--- src/hdl/boot_map_pkg.sv ---
// constants, field layouts and types for the boot and program memory map
// assumes a 14-bit program address bus and 24-bit external data bus
package boot_map_pkg;
	localparam int ADDR_W      = 14;
	localparam int DATA_W      = 24;
	localparam int REG_W       = 16;
	localparam int RAM_WORDS   = 2048;
	localparam int PAGE_BITS   = 3;
	localparam int PAGE_BYTE_W = 13;
	localparam int WAIT_W      = 3;
	localparam int SYNC_CYC    = 2;
	localparam int WORD_BYTES  = 3;

	localparam logic [ADDR_W-1:0] RAM_LO_BASE  = 14'h0000;
	localparam logic [ADDR_W-1:0] RAM_HI_BASE  = 14'h3800;
	localparam logic [ADDR_W-1:0] RAM_LO_END   = 14'h07ff;
	localparam logic [ADDR_W-1:0] ROM_LO       = 14'h0800;
	localparam logic [ADDR_W-1:0] ROM_HI       = 14'h27ff;
	localparam logic [ADDR_W-1:0] START_RAM    = 14'h0000;
	localparam logic [ADDR_W-1:0] START_ROM    = 14'h0800;

	localparam logic [ADDR_W-1:0] WAIT_CTRL_ADDR = 14'h3ffe;
	localparam logic [ADDR_W-1:0] SYS_CTRL_ADDR  = 14'h3fff;

	// wait-state control: rom enable on top, zone wait fields below
	localparam int                ROM_EN_BIT     = 15;
	localparam logic [14:0]       DWAIT_RST      = 15'h7fff;
	// system control: page, force, boot wait, program wait
	localparam int                PAGE_LSB       = 0;
	localparam int                FORCE_BIT      = 3;
	localparam int                BWAIT_LSB      = 4;
	localparam int                PWAIT_LSB      = 7;
	localparam logic [9:0]        SYS_CTRL_RST   = 10'h3f0;

	typedef enum logic [1:0] {
		TGT_RAM = 2'b00,
		TGT_ROM = 2'b01,
		TGT_EXT = 2'b10
	} pm_target_t;
endpackage

--- src/hdl/byte_fetch_if.sv ---
// request/answer carrier between the map controller and the fetch engine
// assumes both ends run on the same clock
`timescale 1ns/1ps
`default_nettype none
interface byte_fetch_if;
	logic        req;
	logic        is_boot;
	logic [15:0] addr;
	logic [2:0]  wait_states;
	logic        done;
	logic [23:0] data;
	modport ctrl (output req, is_boot, addr, wait_states, input done, data);
	modport eng  (input req, is_boot, addr, wait_states, output done, data);
endinterface
`default_nettype wire

--- src/hdl/ext_fetch_engine.sv ---
// one external read with programmable wait states, boot or program space
// assumes the data bus pins are asynchronous and get a two-stage sync
`timescale 1ns/1ps
`default_nettype none
module ext_fetch_engine
	import boot_map_pkg::*;
(
	// clock and reset
	input  wire logic              clock_in,
	input  wire logic              rst_in,
	// controller side
	byte_fetch_if.eng              f,
	// external bus
	input  wire logic [DATA_W-1:0] data_in,
	output logic [ADDR_W-1:0]      addr_out,
	output logic [1:0]             data_msb_out,
	output logic                   data_msb_oe_out,
	output logic                   rd_n_out,
	output logic                   boot_memory_select_n_out,
	output logic                   program_memory_select_n_out
);
	typedef struct packed {
		logic [DATA_W-1:0] sync0;
		logic [DATA_W-1:0] sync1;
		logic              busy;
		logic              boot;
		logic [15:0]       addr;
		logic [3:0]        cnt;
		logic              done;
		logic [DATA_W-1:0] data;
	} fetch_state_t;

	fetch_state_t s_r, s_nxt;

	always_comb begin
		s_nxt       = s_r;
		s_nxt.sync0 = data_in;
		s_nxt.sync1 = s_r.sync0;
		s_nxt.done  = 1'b0;
		if (!s_r.busy && f.req) begin
			s_nxt.busy = 1'b1;
			s_nxt.boot = f.is_boot;
			s_nxt.addr = f.addr;
			// strobe spans the wait states plus sync latency
			s_nxt.cnt  = 4'(f.wait_states) + 4'(SYNC_CYC);
		end else if (s_r.busy) begin
			if (s_r.cnt == 4'h0) begin
				s_nxt.busy = 1'b0;
				s_nxt.done = 1'b1;
				s_nxt.data = s_r.sync1;
			end else begin
				s_nxt.cnt = s_r.cnt - 4'h1;
			end
		end
	end

	always_ff @(posedge clock_in) begin
		if (rst_in) begin
			s_r <= '0;
		end else begin
			s_r <= s_nxt;
		end
	end

	assign f.done                      = s_r.done;
	assign f.data                      = s_r.data;
	assign addr_out                    = s_r.addr[ADDR_W-1:0];
	assign rd_n_out                    = !s_r.busy;
	assign boot_memory_select_n_out    = !(s_r.busy && s_r.boot);
	assign program_memory_select_n_out = !(s_r.busy && !s_r.boot);
	// top boot address bits ride on the two top data lines
	assign data_msb_out                = s_r.addr[15:14];
	assign data_msb_oe_out             = s_r.busy && s_r.boot;

	logic [3:0] strobe_len_r;
	logic [2:0] wait_seen_r;
	always_ff @(posedge clock_in) begin
		if (rst_in) begin
			strobe_len_r <= '0;
			wait_seen_r  <= '0;
		end else if (!s_r.busy && f.req) begin
			strobe_len_r <= '0;
			wait_seen_r  <= f.wait_states;
		end else if (s_r.busy) begin
			strobe_len_r <= strobe_len_r + 4'h1;
		end
	end

	chk_strobe_qualified: assert property (@(posedge clock_in) disable iff (rst_in)
		!rd_n_out |-> (boot_memory_select_n_out != program_memory_select_n_out))
		else $error("read strobe without a single memory select");
	chk_strobe_wait_length: assert property (@(posedge clock_in) disable iff (rst_in)
		$rose(rd_n_out) |-> strobe_len_r == 4'(wait_seen_r) + 4'(SYNC_CYC) + 4'h1)
		else $error("strobe length does not match wait states");
	chk_page_msb_drive: assert property (@(posedge clock_in) disable iff (rst_in)
		!boot_memory_select_n_out && $past(!boot_memory_select_n_out)
		|-> data_msb_oe_out && $stable(data_msb_out) && $stable(addr_out))
		else $error("boot page msbs not held on data lines");
endmodule
`default_nettype wire

--- src/hdl/boot_and_program_memory_map.sv ---
// start-up map, boot loader and program memory decode for the processor
// assumes the core drives its data-memory register port and pm address
// on this clock; mode pins and bus request are asynchronous
`timescale 1ns/1ps
`default_nettype none
module boot_and_program_memory_map
	import boot_map_pkg::*;
#(
	parameter int BOOT_WORDS = RAM_WORDS
)(
	// clock and reset
	input  wire logic              clock_in,
	input  wire logic              rst_in,
	// mode and bus request pins
	input  wire logic              memory_map_select_in,
	input  wire logic              boot_source_select_in,
	input  wire logic              external_bus_request_n_in,
	// data-memory register port
	input  wire logic [ADDR_W-1:0] dm_addr_in,
	input  wire logic              dm_we_in,
	input  wire logic              dm_re_in,
	input  wire logic [REG_W-1:0]  dm_wdata_in,
	output logic [REG_W-1:0]       dm_rdata_out,
	// program memory access from the core
	input  wire logic [ADDR_W-1:0] pm_addr_in,
	input  wire logic              pm_req_in,
	output pm_target_t             pm_target_out,
	output logic                   pm_ack_out,
	output logic [DATA_W-1:0]      pm_rdata_out,
	// internal RAM load port and core control
	output logic                   ram_we_out,
	output logic [10:0]            ram_addr_out,
	output logic [DATA_W-1:0]      ram_wdata_out,
	output logic                   core_run_out,
	output logic [ADDR_W-1:0]      start_addr_out,
	// host port boot
	output logic                   host_boot_req_out,
	input  wire logic              host_boot_done_in,
	// external bus
	input  wire logic [DATA_W-1:0] data_in,
	output logic [ADDR_W-1:0]      addr_out,
	output logic [1:0]             data_msb_out,
	output logic                   data_msb_oe_out,
	output logic                   rd_n_out,
	output logic                   boot_memory_select_n_out,
	output logic                   program_memory_select_n_out
);
	typedef enum logic [2:0] {
		ST_STRAP   = 3'b000,
		ST_DECIDE  = 3'b001,
		ST_BOOT_RQ = 3'b010,
		ST_BOOT_WT = 3'b011,
		ST_HOST    = 3'b100,
		ST_RUN     = 3'b101,
		ST_PM_WT   = 3'b110
	} map_state_t;

	typedef struct packed {
		map_state_t        state;
		logic [1:0]        memory_map_select_sync;
		logic [1:0]        boot_source_select_sync;
		logic [1:0]        br_sync;
		logic [1:0]        strap_cnt;
		logic              memory_map_select;
		logic              boot_source_select;
		logic              rom_en;
		logic [14:0]       dwait;
		logic [9:0]        sys_ctrl;
		logic [1:0]        byte_idx;
		logic [PAGE_BYTE_W-1:0] byte_ptr;
		logic [10:0]       word_cnt;
		logic [15:0]       asm_bytes;
		logic              ram_we;
		logic [10:0]       ram_addr;
		logic [DATA_W-1:0] ram_wdata;
		logic              req;
		logic              req_boot;
		logic [15:0]       req_addr;
		logic [2:0]        req_wait;
		logic              pm_ack;
		logic [DATA_W-1:0] pm_rdata;
		pm_target_t        pm_target;
		logic [REG_W-1:0]  dm_rdata;
		logic              run;
		logic [ADDR_W-1:0] start_addr;
	} map_regs_t;

	localparam logic [10:0] LAST_WORD = 11'(BOOT_WORDS - 1);

	map_regs_t   s_r, s_nxt;
	byte_fetch_if fif ();

	logic       bus_req;
	logic [7:0] boot_byte;
	logic [2:0] boot_page;
	logic       force_boot;
	pm_target_t decode;

	assign bus_req    = !s_r.br_sync[1];
	assign boot_byte  = fif.data[15:8];
	assign boot_page  = s_r.sys_ctrl[PAGE_LSB +: PAGE_BITS];
	assign force_boot = s_r.sys_ctrl[FORCE_BIT];

	always_comb begin
		if (s_r.rom_en && pm_addr_in >= ROM_LO && pm_addr_in <= ROM_HI) begin
			decode = TGT_ROM;
		end else if (!s_r.memory_map_select && pm_addr_in <= RAM_LO_END) begin
			decode = TGT_RAM;
		end else if (s_r.memory_map_select && pm_addr_in >= RAM_HI_BASE) begin
			decode = TGT_RAM;
		end else begin
			decode = TGT_EXT;
		end
	end

	always_comb begin
		s_nxt            = s_r;
		// first stage feeds only the second stage
		s_nxt.memory_map_select_sync  = {s_r.memory_map_select_sync[0], memory_map_select_in};
		s_nxt.boot_source_select_sync = {s_r.boot_source_select_sync[0], boot_source_select_in};
		s_nxt.br_sync    = {s_r.br_sync[0], external_bus_request_n_in};
		s_nxt.pm_target  = decode;
		s_nxt.ram_we     = 1'b0;
		s_nxt.req        = 1'b0;
		s_nxt.pm_ack     = 1'b0;

		if (dm_re_in) begin
			if (dm_addr_in == WAIT_CTRL_ADDR) begin
				s_nxt.dm_rdata = {s_r.rom_en, s_r.dwait};
			end else if (dm_addr_in == SYS_CTRL_ADDR) begin
				s_nxt.dm_rdata = {6'h00, s_r.sys_ctrl};
			end else begin
				s_nxt.dm_rdata = '0;
			end
		end

		case (s_r.state)
			ST_STRAP: begin
				s_nxt.strap_cnt = s_r.strap_cnt + 2'h1;
				if (s_r.strap_cnt == 2'(SYNC_CYC)) begin
					s_nxt.memory_map_select   = s_r.memory_map_select_sync[1];
					s_nxt.boot_source_select  = s_r.boot_source_select_sync[1];
					s_nxt.rom_en = s_r.memory_map_select_sync[1] && s_r.boot_source_select_sync[1];
					s_nxt.state  = ST_DECIDE;
				end
			end
			ST_DECIDE: begin
				s_nxt.byte_idx = '0;
				s_nxt.byte_ptr = '0;
				s_nxt.word_cnt = '0;
				if (s_r.memory_map_select && !force_boot) begin
					s_nxt.run        = 1'b1;
					s_nxt.start_addr = s_r.boot_source_select ? START_ROM : RAM_LO_BASE;
					s_nxt.state      = ST_RUN;
				end else if (!bus_req) begin
					s_nxt.start_addr = START_RAM;
					s_nxt.state      = s_r.boot_source_select ? ST_HOST : ST_BOOT_RQ;
				end
			end
			ST_BOOT_RQ: begin
				if (!bus_req) begin
					s_nxt.req      = 1'b1;
					s_nxt.req_boot = 1'b1;
					s_nxt.req_addr = {boot_page, s_r.byte_ptr};
					s_nxt.req_wait = s_r.sys_ctrl[BWAIT_LSB +: WAIT_W];
					s_nxt.state    = ST_BOOT_WT;
				end
			end
			ST_BOOT_WT: begin
				if (fif.done) begin
					s_nxt.byte_ptr  = s_r.byte_ptr + 13'h1;
					s_nxt.asm_bytes = {s_r.asm_bytes[7:0], boot_byte};
					s_nxt.state     = ST_BOOT_RQ;
					if (s_r.byte_idx == 2'(WORD_BYTES - 1)) begin
						s_nxt.byte_idx  = '0;
						s_nxt.ram_we    = 1'b1;
						s_nxt.ram_addr  = s_r.word_cnt;
						s_nxt.ram_wdata = {s_r.asm_bytes, boot_byte};
						s_nxt.word_cnt  = s_r.word_cnt + 11'h1;
						if (s_r.word_cnt == LAST_WORD) begin
							s_nxt.sys_ctrl[FORCE_BIT] = 1'b0;
							s_nxt.run                 = 1'b1;
							s_nxt.state               = ST_RUN;
						end
					end else begin
						s_nxt.byte_idx = s_r.byte_idx + 2'h1;
					end
				end
			end
			ST_HOST: begin
				if (host_boot_done_in) begin
					s_nxt.sys_ctrl[FORCE_BIT] = 1'b0;
					s_nxt.run                 = 1'b1;
					s_nxt.state               = ST_RUN;
				end
			end
			ST_RUN: begin
				if (force_boot) begin
					s_nxt.run   = 1'b0;
					s_nxt.state = ST_DECIDE;
				end else if (pm_req_in && decode == TGT_EXT && !bus_req) begin
					s_nxt.req      = 1'b1;
					s_nxt.req_boot = 1'b0;
					s_nxt.req_addr = {2'b00, pm_addr_in};
					s_nxt.req_wait = s_r.sys_ctrl[PWAIT_LSB +: WAIT_W];
					s_nxt.state    = ST_PM_WT;
				end
			end
			ST_PM_WT: begin
				if (fif.done) begin
					s_nxt.pm_ack   = 1'b1;
					s_nxt.pm_rdata = fif.data;
					s_nxt.state    = ST_RUN;
				end
			end
			default: begin
				s_nxt.state = ST_STRAP;
			end
		endcase

		// software writes last, so a force set beats the loader's clear
		if (dm_we_in && dm_addr_in == WAIT_CTRL_ADDR) begin
			s_nxt.rom_en = dm_wdata_in[ROM_EN_BIT];
			s_nxt.dwait  = dm_wdata_in[14:0];
		end
		if (dm_we_in && dm_addr_in == SYS_CTRL_ADDR) begin
			s_nxt.sys_ctrl = dm_wdata_in[9:0];
		end
	end

	always_ff @(posedge clock_in) begin
		if (rst_in) begin
			s_r          <= '0;
			s_r.state    <= ST_STRAP;
			s_r.br_sync  <= 2'b11;
			s_r.dwait    <= DWAIT_RST;
			s_r.sys_ctrl <= SYS_CTRL_RST;
		end else begin
			s_r <= s_nxt;
		end
	end

	assign fif.req         = s_r.req;
	assign fif.is_boot     = s_r.req_boot;
	assign fif.addr        = s_r.req_addr;
	assign fif.wait_states = s_r.req_wait;

	ext_fetch_engine u_fetch (
		.clock_in                    (clock_in),
		.rst_in                      (rst_in),
		.f                           (fif.eng),
		.data_in                     (data_in),
		.addr_out                    (addr_out),
		.data_msb_out                (data_msb_out),
		.data_msb_oe_out             (data_msb_oe_out),
		.rd_n_out                    (rd_n_out),
		.boot_memory_select_n_out    (boot_memory_select_n_out),
		.program_memory_select_n_out (program_memory_select_n_out)
	);

	assign dm_rdata_out      = s_r.dm_rdata;
	assign pm_target_out     = s_r.pm_target;
	assign pm_ack_out        = s_r.pm_ack;
	assign pm_rdata_out      = s_r.pm_rdata;
	assign ram_we_out        = s_r.ram_we;
	assign ram_addr_out      = s_r.ram_addr;
	assign ram_wdata_out     = s_r.ram_wdata;
	assign core_run_out      = s_r.run;
	assign start_addr_out    = s_r.start_addr;
	assign host_boot_req_out = (s_r.state == ST_HOST);

	chk_rom_reset_value: assert property (@(posedge clock_in) disable iff (rst_in)
		$past(s_r.state) == ST_STRAP && s_r.state == ST_DECIDE
		|-> s_r.rom_en == (s_r.memory_map_select && s_r.boot_source_select))
		else $error("rom enable reset value wrong");
	chk_rom_window_route: assert property (@(posedge clock_in) disable iff (rst_in)
		(pm_addr_in >= ROM_LO && pm_addr_in <= ROM_HI)
		|=> pm_target_out == ($past(s_r.rom_en) ? TGT_ROM : TGT_EXT))
		else $error("rom window routed wrongly");
	chk_ram_low_map: assert property (@(posedge clock_in) disable iff (rst_in)
		!s_r.memory_map_select && pm_addr_in < ROM_LO |=> pm_target_out == TGT_RAM)
		else $error("low internal RAM not decoded");
	chk_ram_high_map: assert property (@(posedge clock_in) disable iff (rst_in)
		s_r.memory_map_select && !s_r.rom_en && pm_addr_in < ROM_LO |=> pm_target_out == TGT_EXT)
		else $error("map high: low addresses not external");
	chk_no_boot_mapped: assert property (@(posedge clock_in) disable iff (rst_in)
		s_r.state == ST_DECIDE && s_r.memory_map_select && !force_boot |=> s_r.state == ST_RUN && s_r.run)
		else $error("boot attempted with map pin high");
	chk_hold_core_boot: assert property (@(posedge clock_in) disable iff (rst_in)
		(s_r.state == ST_BOOT_RQ || s_r.state == ST_BOOT_WT || s_r.state == ST_HOST)
		|-> !core_run_out)
		else $error("core running during boot");
	chk_word_sequence: assert property (@(posedge clock_in) disable iff (rst_in)
		ram_we_out |-> ram_addr_out == s_r.word_cnt - 11'h1)
		else $error("boot word written out of order");
	chk_start_vector: assert property (@(posedge clock_in) disable iff (rst_in)
		$rose(core_run_out) |-> start_addr_out == ((s_r.memory_map_select && s_r.boot_source_select) ? START_ROM : START_RAM))
		else $error("wrong start address");
	chk_bus_request_wait: assert property (@(posedge clock_in) disable iff (rst_in)
		s_r.state == ST_DECIDE && bus_req |=> s_r.state != ST_BOOT_RQ && s_r.state != ST_HOST)
		else $error("boot began under bus request");

	cov_eprom_boot: cover property (@(posedge clock_in) disable iff (rst_in)
		s_r.state == ST_BOOT_WT && s_r.word_cnt == LAST_WORD ##[1:40] core_run_out);
	cov_host_boot: cover property (@(posedge clock_in) disable iff (rst_in)
		host_boot_req_out ##1 !host_boot_req_out);
	cov_rom_standalone: cover property (@(posedge clock_in) disable iff (rst_in)
		$rose(core_run_out) && start_addr_out == START_ROM);
	cov_pm_external: cover property (@(posedge clock_in) disable iff (rst_in) pm_ack_out);
endmodule
`default_nettype wire

--- config.mk ---
export PLATFORM = sky130hd
export DESIGN_NAME = boot_and_program_memory_map
export DESIGN_NICKNAME = d
export VERILOG_FILES = /design/src/hdl/boot_map_pkg.sv /design/src/hdl/byte_fetch_if.sv /design/src/hdl/ext_fetch_engine.sv /design/src/hdl/boot_and_program_memory_map.sv
export SDC_FILE = /design/constraint.sdc
export NUM_CORES = 1
export LEC_CHECK = 0
export BUFFER_PORTS_ARGS = -buffer_cell sky130_fd_sc_hd__buf_2
export CAP_MARGIN = 20
export CORE_MARGIN = 4
export CORE_UTILIZATION = 45
export CTS_CLUSTER_DIAMETER = 50
export DETAILED_ROUTE_END_ITERATION = 8
export GPL_ROUTABILITY_DRIVEN = 0
export HOLD_SLACK_MARGIN = 0.05
export MAX_ROUTING_LAYER = met4
export PLACE_DENSITY = 0.66
export SLEW_MARGIN = 30
export SYNTH_ARGS = -nofsm -noshare
export SYNTH_HDL_FRONTEND = slang
export SYNTH_SLANG_ARGS = --single-unit
--- constraint.sdc ---
create_clock -name clock_in -period 4.9 [get_ports clock_in]
set_input_delay 0.245 -clock clock_in [delete_from_list [all_inputs] [get_ports clock_in]]
set_output_delay 0.245 -clock clock_in [all_outputs]
set_load 0.02 [all_outputs]
==> flow_summary.html <==
<table>
<tr><th>Metric</th><th>Value</th></tr>
<tr><th colspan="2">Min path</th></tr>
<tr><td>Classification of the worst-slack hold path</td><td>in -&gt; reg</td></tr>
<tr><td>Worst hold path startpoint</td><td>pm_addr_in[11]</td></tr>
<tr><td>Instance count along the most critical hold path</td><td>2</td></tr>
<tr><th colspan="2">Critical path</th></tr>
<tr><td>Beginning of the critical path</td><td>s_r[193]</td></tr>
<tr><td>Cell count along the critical path</td><td>5</td></tr>
<tr><td>Number of cells on the worst reg-to-reg path</td><td>5</td></tr>
<tr><td>Top fanout value on the critical path</td><td>36</td></tr>
<tr><td>Worst path slowest cell</td><td>sky130_fd_sc_hd__dfxtp_1</td></tr>
<tr><td>Critical Path, Cell by Cell</td><td>nand4b_1, buf_4, or2_2, nand2_1, a21oi_1</td></tr>
<tr><td>Worst Setup End Kind</td><td>flip-flop</td></tr>
<tr><td>Cell family with the largest share of critical-path delay</td><td>simple AND/OR/NAND/NOR gates</td></tr>
<tr><td>Worst Setup Path Type</td><td>reg -&gt; reg</td></tr>
<tr><td>Buf/Inv on CP</td><td>1</td></tr>
<tr><td>Startpoint type of the worst setup path</td><td>flip-flop</td></tr>
<tr><td>Worst reg2reg path startpoint</td><td>s_r[193]</td></tr>
<tr><td>Arrival time worst endpoint</td><td>3.09 ns</td></tr>
<tr><td>Maximum single-stage delay on the critical path</td><td>about 0.75 ns</td></tr>
<tr><td>Endpoint required time on the critical path</td><td>approximately 5.2 ns</td></tr>
<tr><th colspan="2">Yosys</th></tr>
<tr><td>Share of flip-flops with an asynchronous set or reset</td><td>0</td></tr>
<tr><td>Number of unique standard cell types used by synthesis</td><td>77</td></tr>
<tr><td>Syn Inst Count</td><td>roughly 1.3k</td></tr>
<tr><td>Proportion of synthesized chip area in sequential cells</td><td>0.4894</td></tr>
<tr><td>Synth warnings</td><td>0</td></tr>
<tr><td>Top flip-flop cell by instance count after synthesis</td><td>sky130_fd_sc_hd__dfxtp_1</td></tr>
<tr><td>Area of the mapped netlist</td><td>~11000 um^2</td></tr>
<tr><td>Synth Register Bits</td><td>278</td></tr>
<tr><td>Number of flops mapped to enable cells by yosys</td><td>0</td></tr>
<tr><td>Average cell area after synthesis</td><td>8.816 um^2</td></tr>
<tr><th colspan="2">Timing</th></tr>
<tr><td>Final worst-path cycle share</td><td>0.5616</td></tr>
<tr><td>Setup repair after global routing missed its margin</td><td>false</td></tr>
<tr><td>Time the worst path needs with I/O delays and setup</td><td>around 2.8 ns</td></tr>
<tr><td>Final Max Slew Viols</td><td>0</td></tr>
<tr><td>Clock skew after layout</td><td>between 0.01 and 0.015 ns</td></tr>
<tr><td>Final hold violation count</td><td>0</td></tr>
<tr><td>Fmax</td><td>roughly 360 MHz</td></tr>
<tr><td>Transition time at the pin with the least slew margin</td><td>0.9494 ns</td></tr>
<tr><td>Tightest slew margin relative to the limit</td><td>0.3671</td></tr>
<tr><td>Setup violations, final</td><td>0</td></tr>
<tr><td>Post-route setup TNS</td><td>0 ns</td></tr>
<tr><th colspan="2">Drt</th></tr>
<tr><td>Number of remaining DRC errors</td><td>0</td></tr>
<tr><td>Length of the first detailed-routing pass in iterations</td><td>5</td></tr>
<tr><td>Remaining antenna violation count</td><td>0</td></tr>
<tr><td>Via density per instance</td><td>just over 5</td></tr>
<tr><td>Via count of the routed design</td><td>about 8.8k</td></tr>
<tr><td>Initial detailed-routing violation count</td><td>511</td></tr>
<tr><td>Total routed wirelength</td><td>approximately 25000 um</td></tr>
<tr><td>Post-detailed-route wirelength per cell</td><td>between 10 and 15 um</td></tr>
<tr><th colspan="2">Floorplan</th></tr>
<tr><td>Die height</td><td>167.0 um</td></tr>
<tr><td>Starting utilization of the core area</td><td>0.4622</td></tr>
<tr><td>I/O pin count</td><td>~190</td></tr>
<tr><td>Floorplan die width</td><td>roughly 170 um</td></tr>
<tr><td>Row count</td><td>57</td></tr>
<tr><td>Full die area</td><td>between 20000 and 30000 um^2</td></tr>
<tr><td>Placeable core region</td><td>~25000 um^2</td></tr>
<tr><th colspan="2">Clocking</th></tr>
<tr><td>TritonCTS clock tree</td><td>done</td></tr>
<tr><td>Clock Tree Root</td><td>sky130_fd_sc_hd__clkbuf_16</td></tr>
<tr><td>Clock transition at the register clock pins on the worst setup and hold paths after CTS</td><td>around 0.060 ns</td></tr>
<tr><td>Clock sink count</td><td>around 280</td></tr>
<tr><td>Maximum level of the CTS H-tree</td><td>2</td></tr>
<tr><td>Clock latency reported for the late side of the worst-skew pair</td><td>0.50 ns</td></tr>
<tr><td>Number of buffers inserted during clock tree synthesis</td><td>34</td></tr>
<tr><td>Maximum buffer depth of the clock tree</td><td>3</td></tr>
<tr><td>Number of buffers added to fix hold violations after cts</td><td>53</td></tr>
<tr><td>Gates resized, CTS repair</td><td>0</td></tr>
<tr><td>Buffers inserted by post-CTS timing repair</td><td>0</td></tr>
<tr><th colspan="2">Power</th></tr>
<tr><td>IR drop worst, VDD</td><td>around 0.26 mV</td></tr>
<tr><td>Power per cell area</td><td>403.2 nW/um^2</td></tr>
<tr><td>Standby leakage power</td><td>between 5 and 6 nW</td></tr>
<tr><th colspan="2">Layout</th></tr>
<tr><td>Fill cells</td><td>about 2.3k</td></tr>
<tr><td>NumNets Final</td><td>around 1.5k</td></tr>
<tr><td>Most frequent standard cell in the layout excluding fill and tap cells</td><td>sky130_fd_sc_hd__dfxtp_1</td></tr>
<tr><td>Area overhead of the layout relative to synthesis</td><td>17.17%</td></tr>
<tr><td>Top library cells by usage in the layout, fill and taps aside</td><td>sky130_fd_sc_hd__dfxtp_1 (277), sky130_fd_sc_hd__nand2_1 (257), sky130_fd_sc_hd__buf_2 (177), sky130_fd_sc_hd__a21oi_1 (163), sky130_fd_sc_hd__nor2b_1 (58)</td></tr>
<tr><td>Final core utilization</td><td>0.5416</td></tr>
<tr><td>Share of layout cells above drive strength 1</td><td>0.1928</td></tr>
<tr><th colspan="2">Place</th></tr>
<tr><td>HPWL reported at the end of detailed placement</td><td>~16000 um</td></tr>
<tr><td>Port Buf Inserts</td><td>about 180</td></tr>
<tr><th colspan="2">GRT</th></tr>
<tr><td>Global-route wire length before repair</td><td>roughly 42000 um</td></tr>
<tr><td>Number of antenna violations at the first check in global routing</td><td>1</td></tr>
<tr><td>Pin count of the biggest net entering global routing</td><td>~120</td></tr>
<tr><td>Global route overflow</td><td>0</td></tr>
<tr><td>Number of global-route vias before repair</td><td>8356</td></tr>
<tr><td>Total track usage</td><td>0.1780</td></tr>
<tr><th colspan="2">Outcome</th></tr>
<tr><td>Status</td><td>completed</td></tr>
<tr><th colspan="2">Run</th></tr>
<tr><td>MaxCap Viol Count</td><td>0</td></tr>
</table>
[logic make-up after synthesis]
kind of cell    share of synthesized area
compound gates                     0.1571
xor+xnor                         0.003851
fa+ha+maj                        0.006601
buf+inv                            0.1076
flops                              0.4894
mux                               0.01529
other cells                     0.0003298
simple gates                       0.2198
[worst paths after layout]
| kind | slack [ns] | endpoint |
|---|---|---|
| setup reg to reg | 2.15 | ram_addr_out[4] |
| setup / recovery | 2.15 | ram_addr_out[4] |
| hold / removal | 0.08 | fif.addr[11] |
| hold reg to reg | 0.41 | s_r[188] |
[report_power, final]
part | internal, mW | switching, mW
registers | 2.32 | 0.0760
clock network | 1.58 | 0.945
logic | 0.190 | 0.261
total | 4.09 | 1.28
[Yosys cell counts, types with 3 or more instances]
library cell,number,area [um^2]
sky130_fd_sc_hd__nor2b_1,58,362.9
sky130_fd_sc_hd__a211oi_1,5,37.54
sky130_fd_sc_hd__o21a_1,22,165.2
sky130_fd_sc_hd__nor3b_1,3,22.52
sky130_fd_sc_hd__nand2_1,257,964.7
sky130_fd_sc_hd__ha_1,6,75.07
sky130_fd_sc_hd__nor3_1,7,35.03
sky130_fd_sc_hd__xnor2_1,5,43.79
sky130_fd_sc_hd__nand3b_1,3,22.52
sky130_fd_sc_hd__dfxtp_1,278,5565
sky130_fd_sc_hd__nand2b_1,27,168.9
sky130_fd_sc_hd__or2_2,4,25.02
sky130_fd_sc_hd__a21oi_1,163,815.8
sky130_fd_sc_hd__buf_2,15,75.07
sky130_fd_sc_hd__inv_1,12,45.04
sky130_fd_sc_hd__nand3_1,29,145.1
sky130_fd_sc_hd__buf_6,5,56.30
sky130_fd_sc_hd__or3_1,6,37.54
sky130_fd_sc_hd__and4_1,4,35.03
sky130_fd_sc_hd__nor2_1,29,108.9
sky130_fd_sc_hd__o21ai_0,15,75.07
sky130_fd_sc_hd__and2_1,22,137.6
sky130_fd_sc_hd__nor4bb_1,3,30.03
sky130_fd_sc_hd__buf_4,109,818.3
sky130_fd_sc_hd__nand4_1,11,68.82
sky130_fd_sc_hd__mux2i_1,5,50.05
sky130_fd_sc_hd__o211ai_1,4,30.03
sky130_fd_sc_hd__mux2_2,11,123.9
sky130_fd_sc_hd__nand4b_1,10,87.58
sky130_fd_sc_hd__clkbuf_1,54,202.7
sky130_fd_sc_hd__buf_1,7,26.28
sky130_fd_sc_hd__a211o_1,22,192.7
sky130_fd_sc_hd__or4_1,5,37.54
sky130_fd_sc_hd__nor4_1,3,18.77
sky130_fd_sc_hd__a221o_1,16,160.2
[final cells by class]
| type | count | area [um^2] | share of cell area |
|---|---|---|---|
| Antenna cell | 1 | 2.502 | 0.0001878 |
| Clock buffer | 46 | 945.9 | 0.07099 |
| Clock inverter | 13 | 202.7 | 0.01521 |
| Inverter | 12 | 45.04 | 0.003380 |
| Multi-Input combinational cell | 822 | 4659 | 0.3497 |
| Sequential cell | 278 | 5567 | 0.4177 |
| Tap cell | 324 | 405.4 | 0.03042 |
| Timing Repair Buffer | 240 | 1498 | 0.1124 |
[layer usage]
| layer | up-vias | routed length [um] | track usage |
|---|---|---|---|
| li1 | 4489 | - | - |
| met1 | 4116 | 11690 | 0.2325 |
| met2 | 171 | 11760 | 0.2837 |
| met3 | 36 | 1047 | 0.02821 |
| met4 | 0 | 459 | 0.05870 |
| met5 | - | 0 | - |
[worst register-to-register path, delay by kind of cell (launching register included)]
kind / cells / cell delay (ns)
AO/OA/AOI/OAI: 1 / 0.08
buffers and inverters: 1 / 0.41
flip-flops: 1 / 0.75
AND/OR/NAND/NOR: 3 / 1.35
[per-stage QoR]
step	setup WS, ns	hold WS (ns)	std cells	total power [mW]	area [um^2]
final	2.148	0.08223	1736	5.373	13330
after global routing	1.948	0.07705	1736	5.599	13330
after CTS	1.848	0.06250	1735	5.439	13320
after detailed placement	1.866	0.3988	1623	2.867	11640
after global placement	1.942	0.3943	1623	2.859	11630
after floorplan	3.231	0.3488	1302	2.749	11420
[state kept, by name, summed over array words and instances, names as in the netlist, 2 cells and up]
name                  count
u_fetch.data_msb_out      2
dm_rdata_out             16
fif.addr                 16
s_r                      74
s_nxt                     3
pm_rdata_out             24
u_fetch.f.data           24
u_fetch.addr_out         14
boot_page                 3
u_fetch.s_r              30
fif.wait_states           3
ram_wdata_out            24
pm_target_out             2
ram_addr_out             11
u_fetch.s_nxt            24
(Power assumes the default switching activity.)
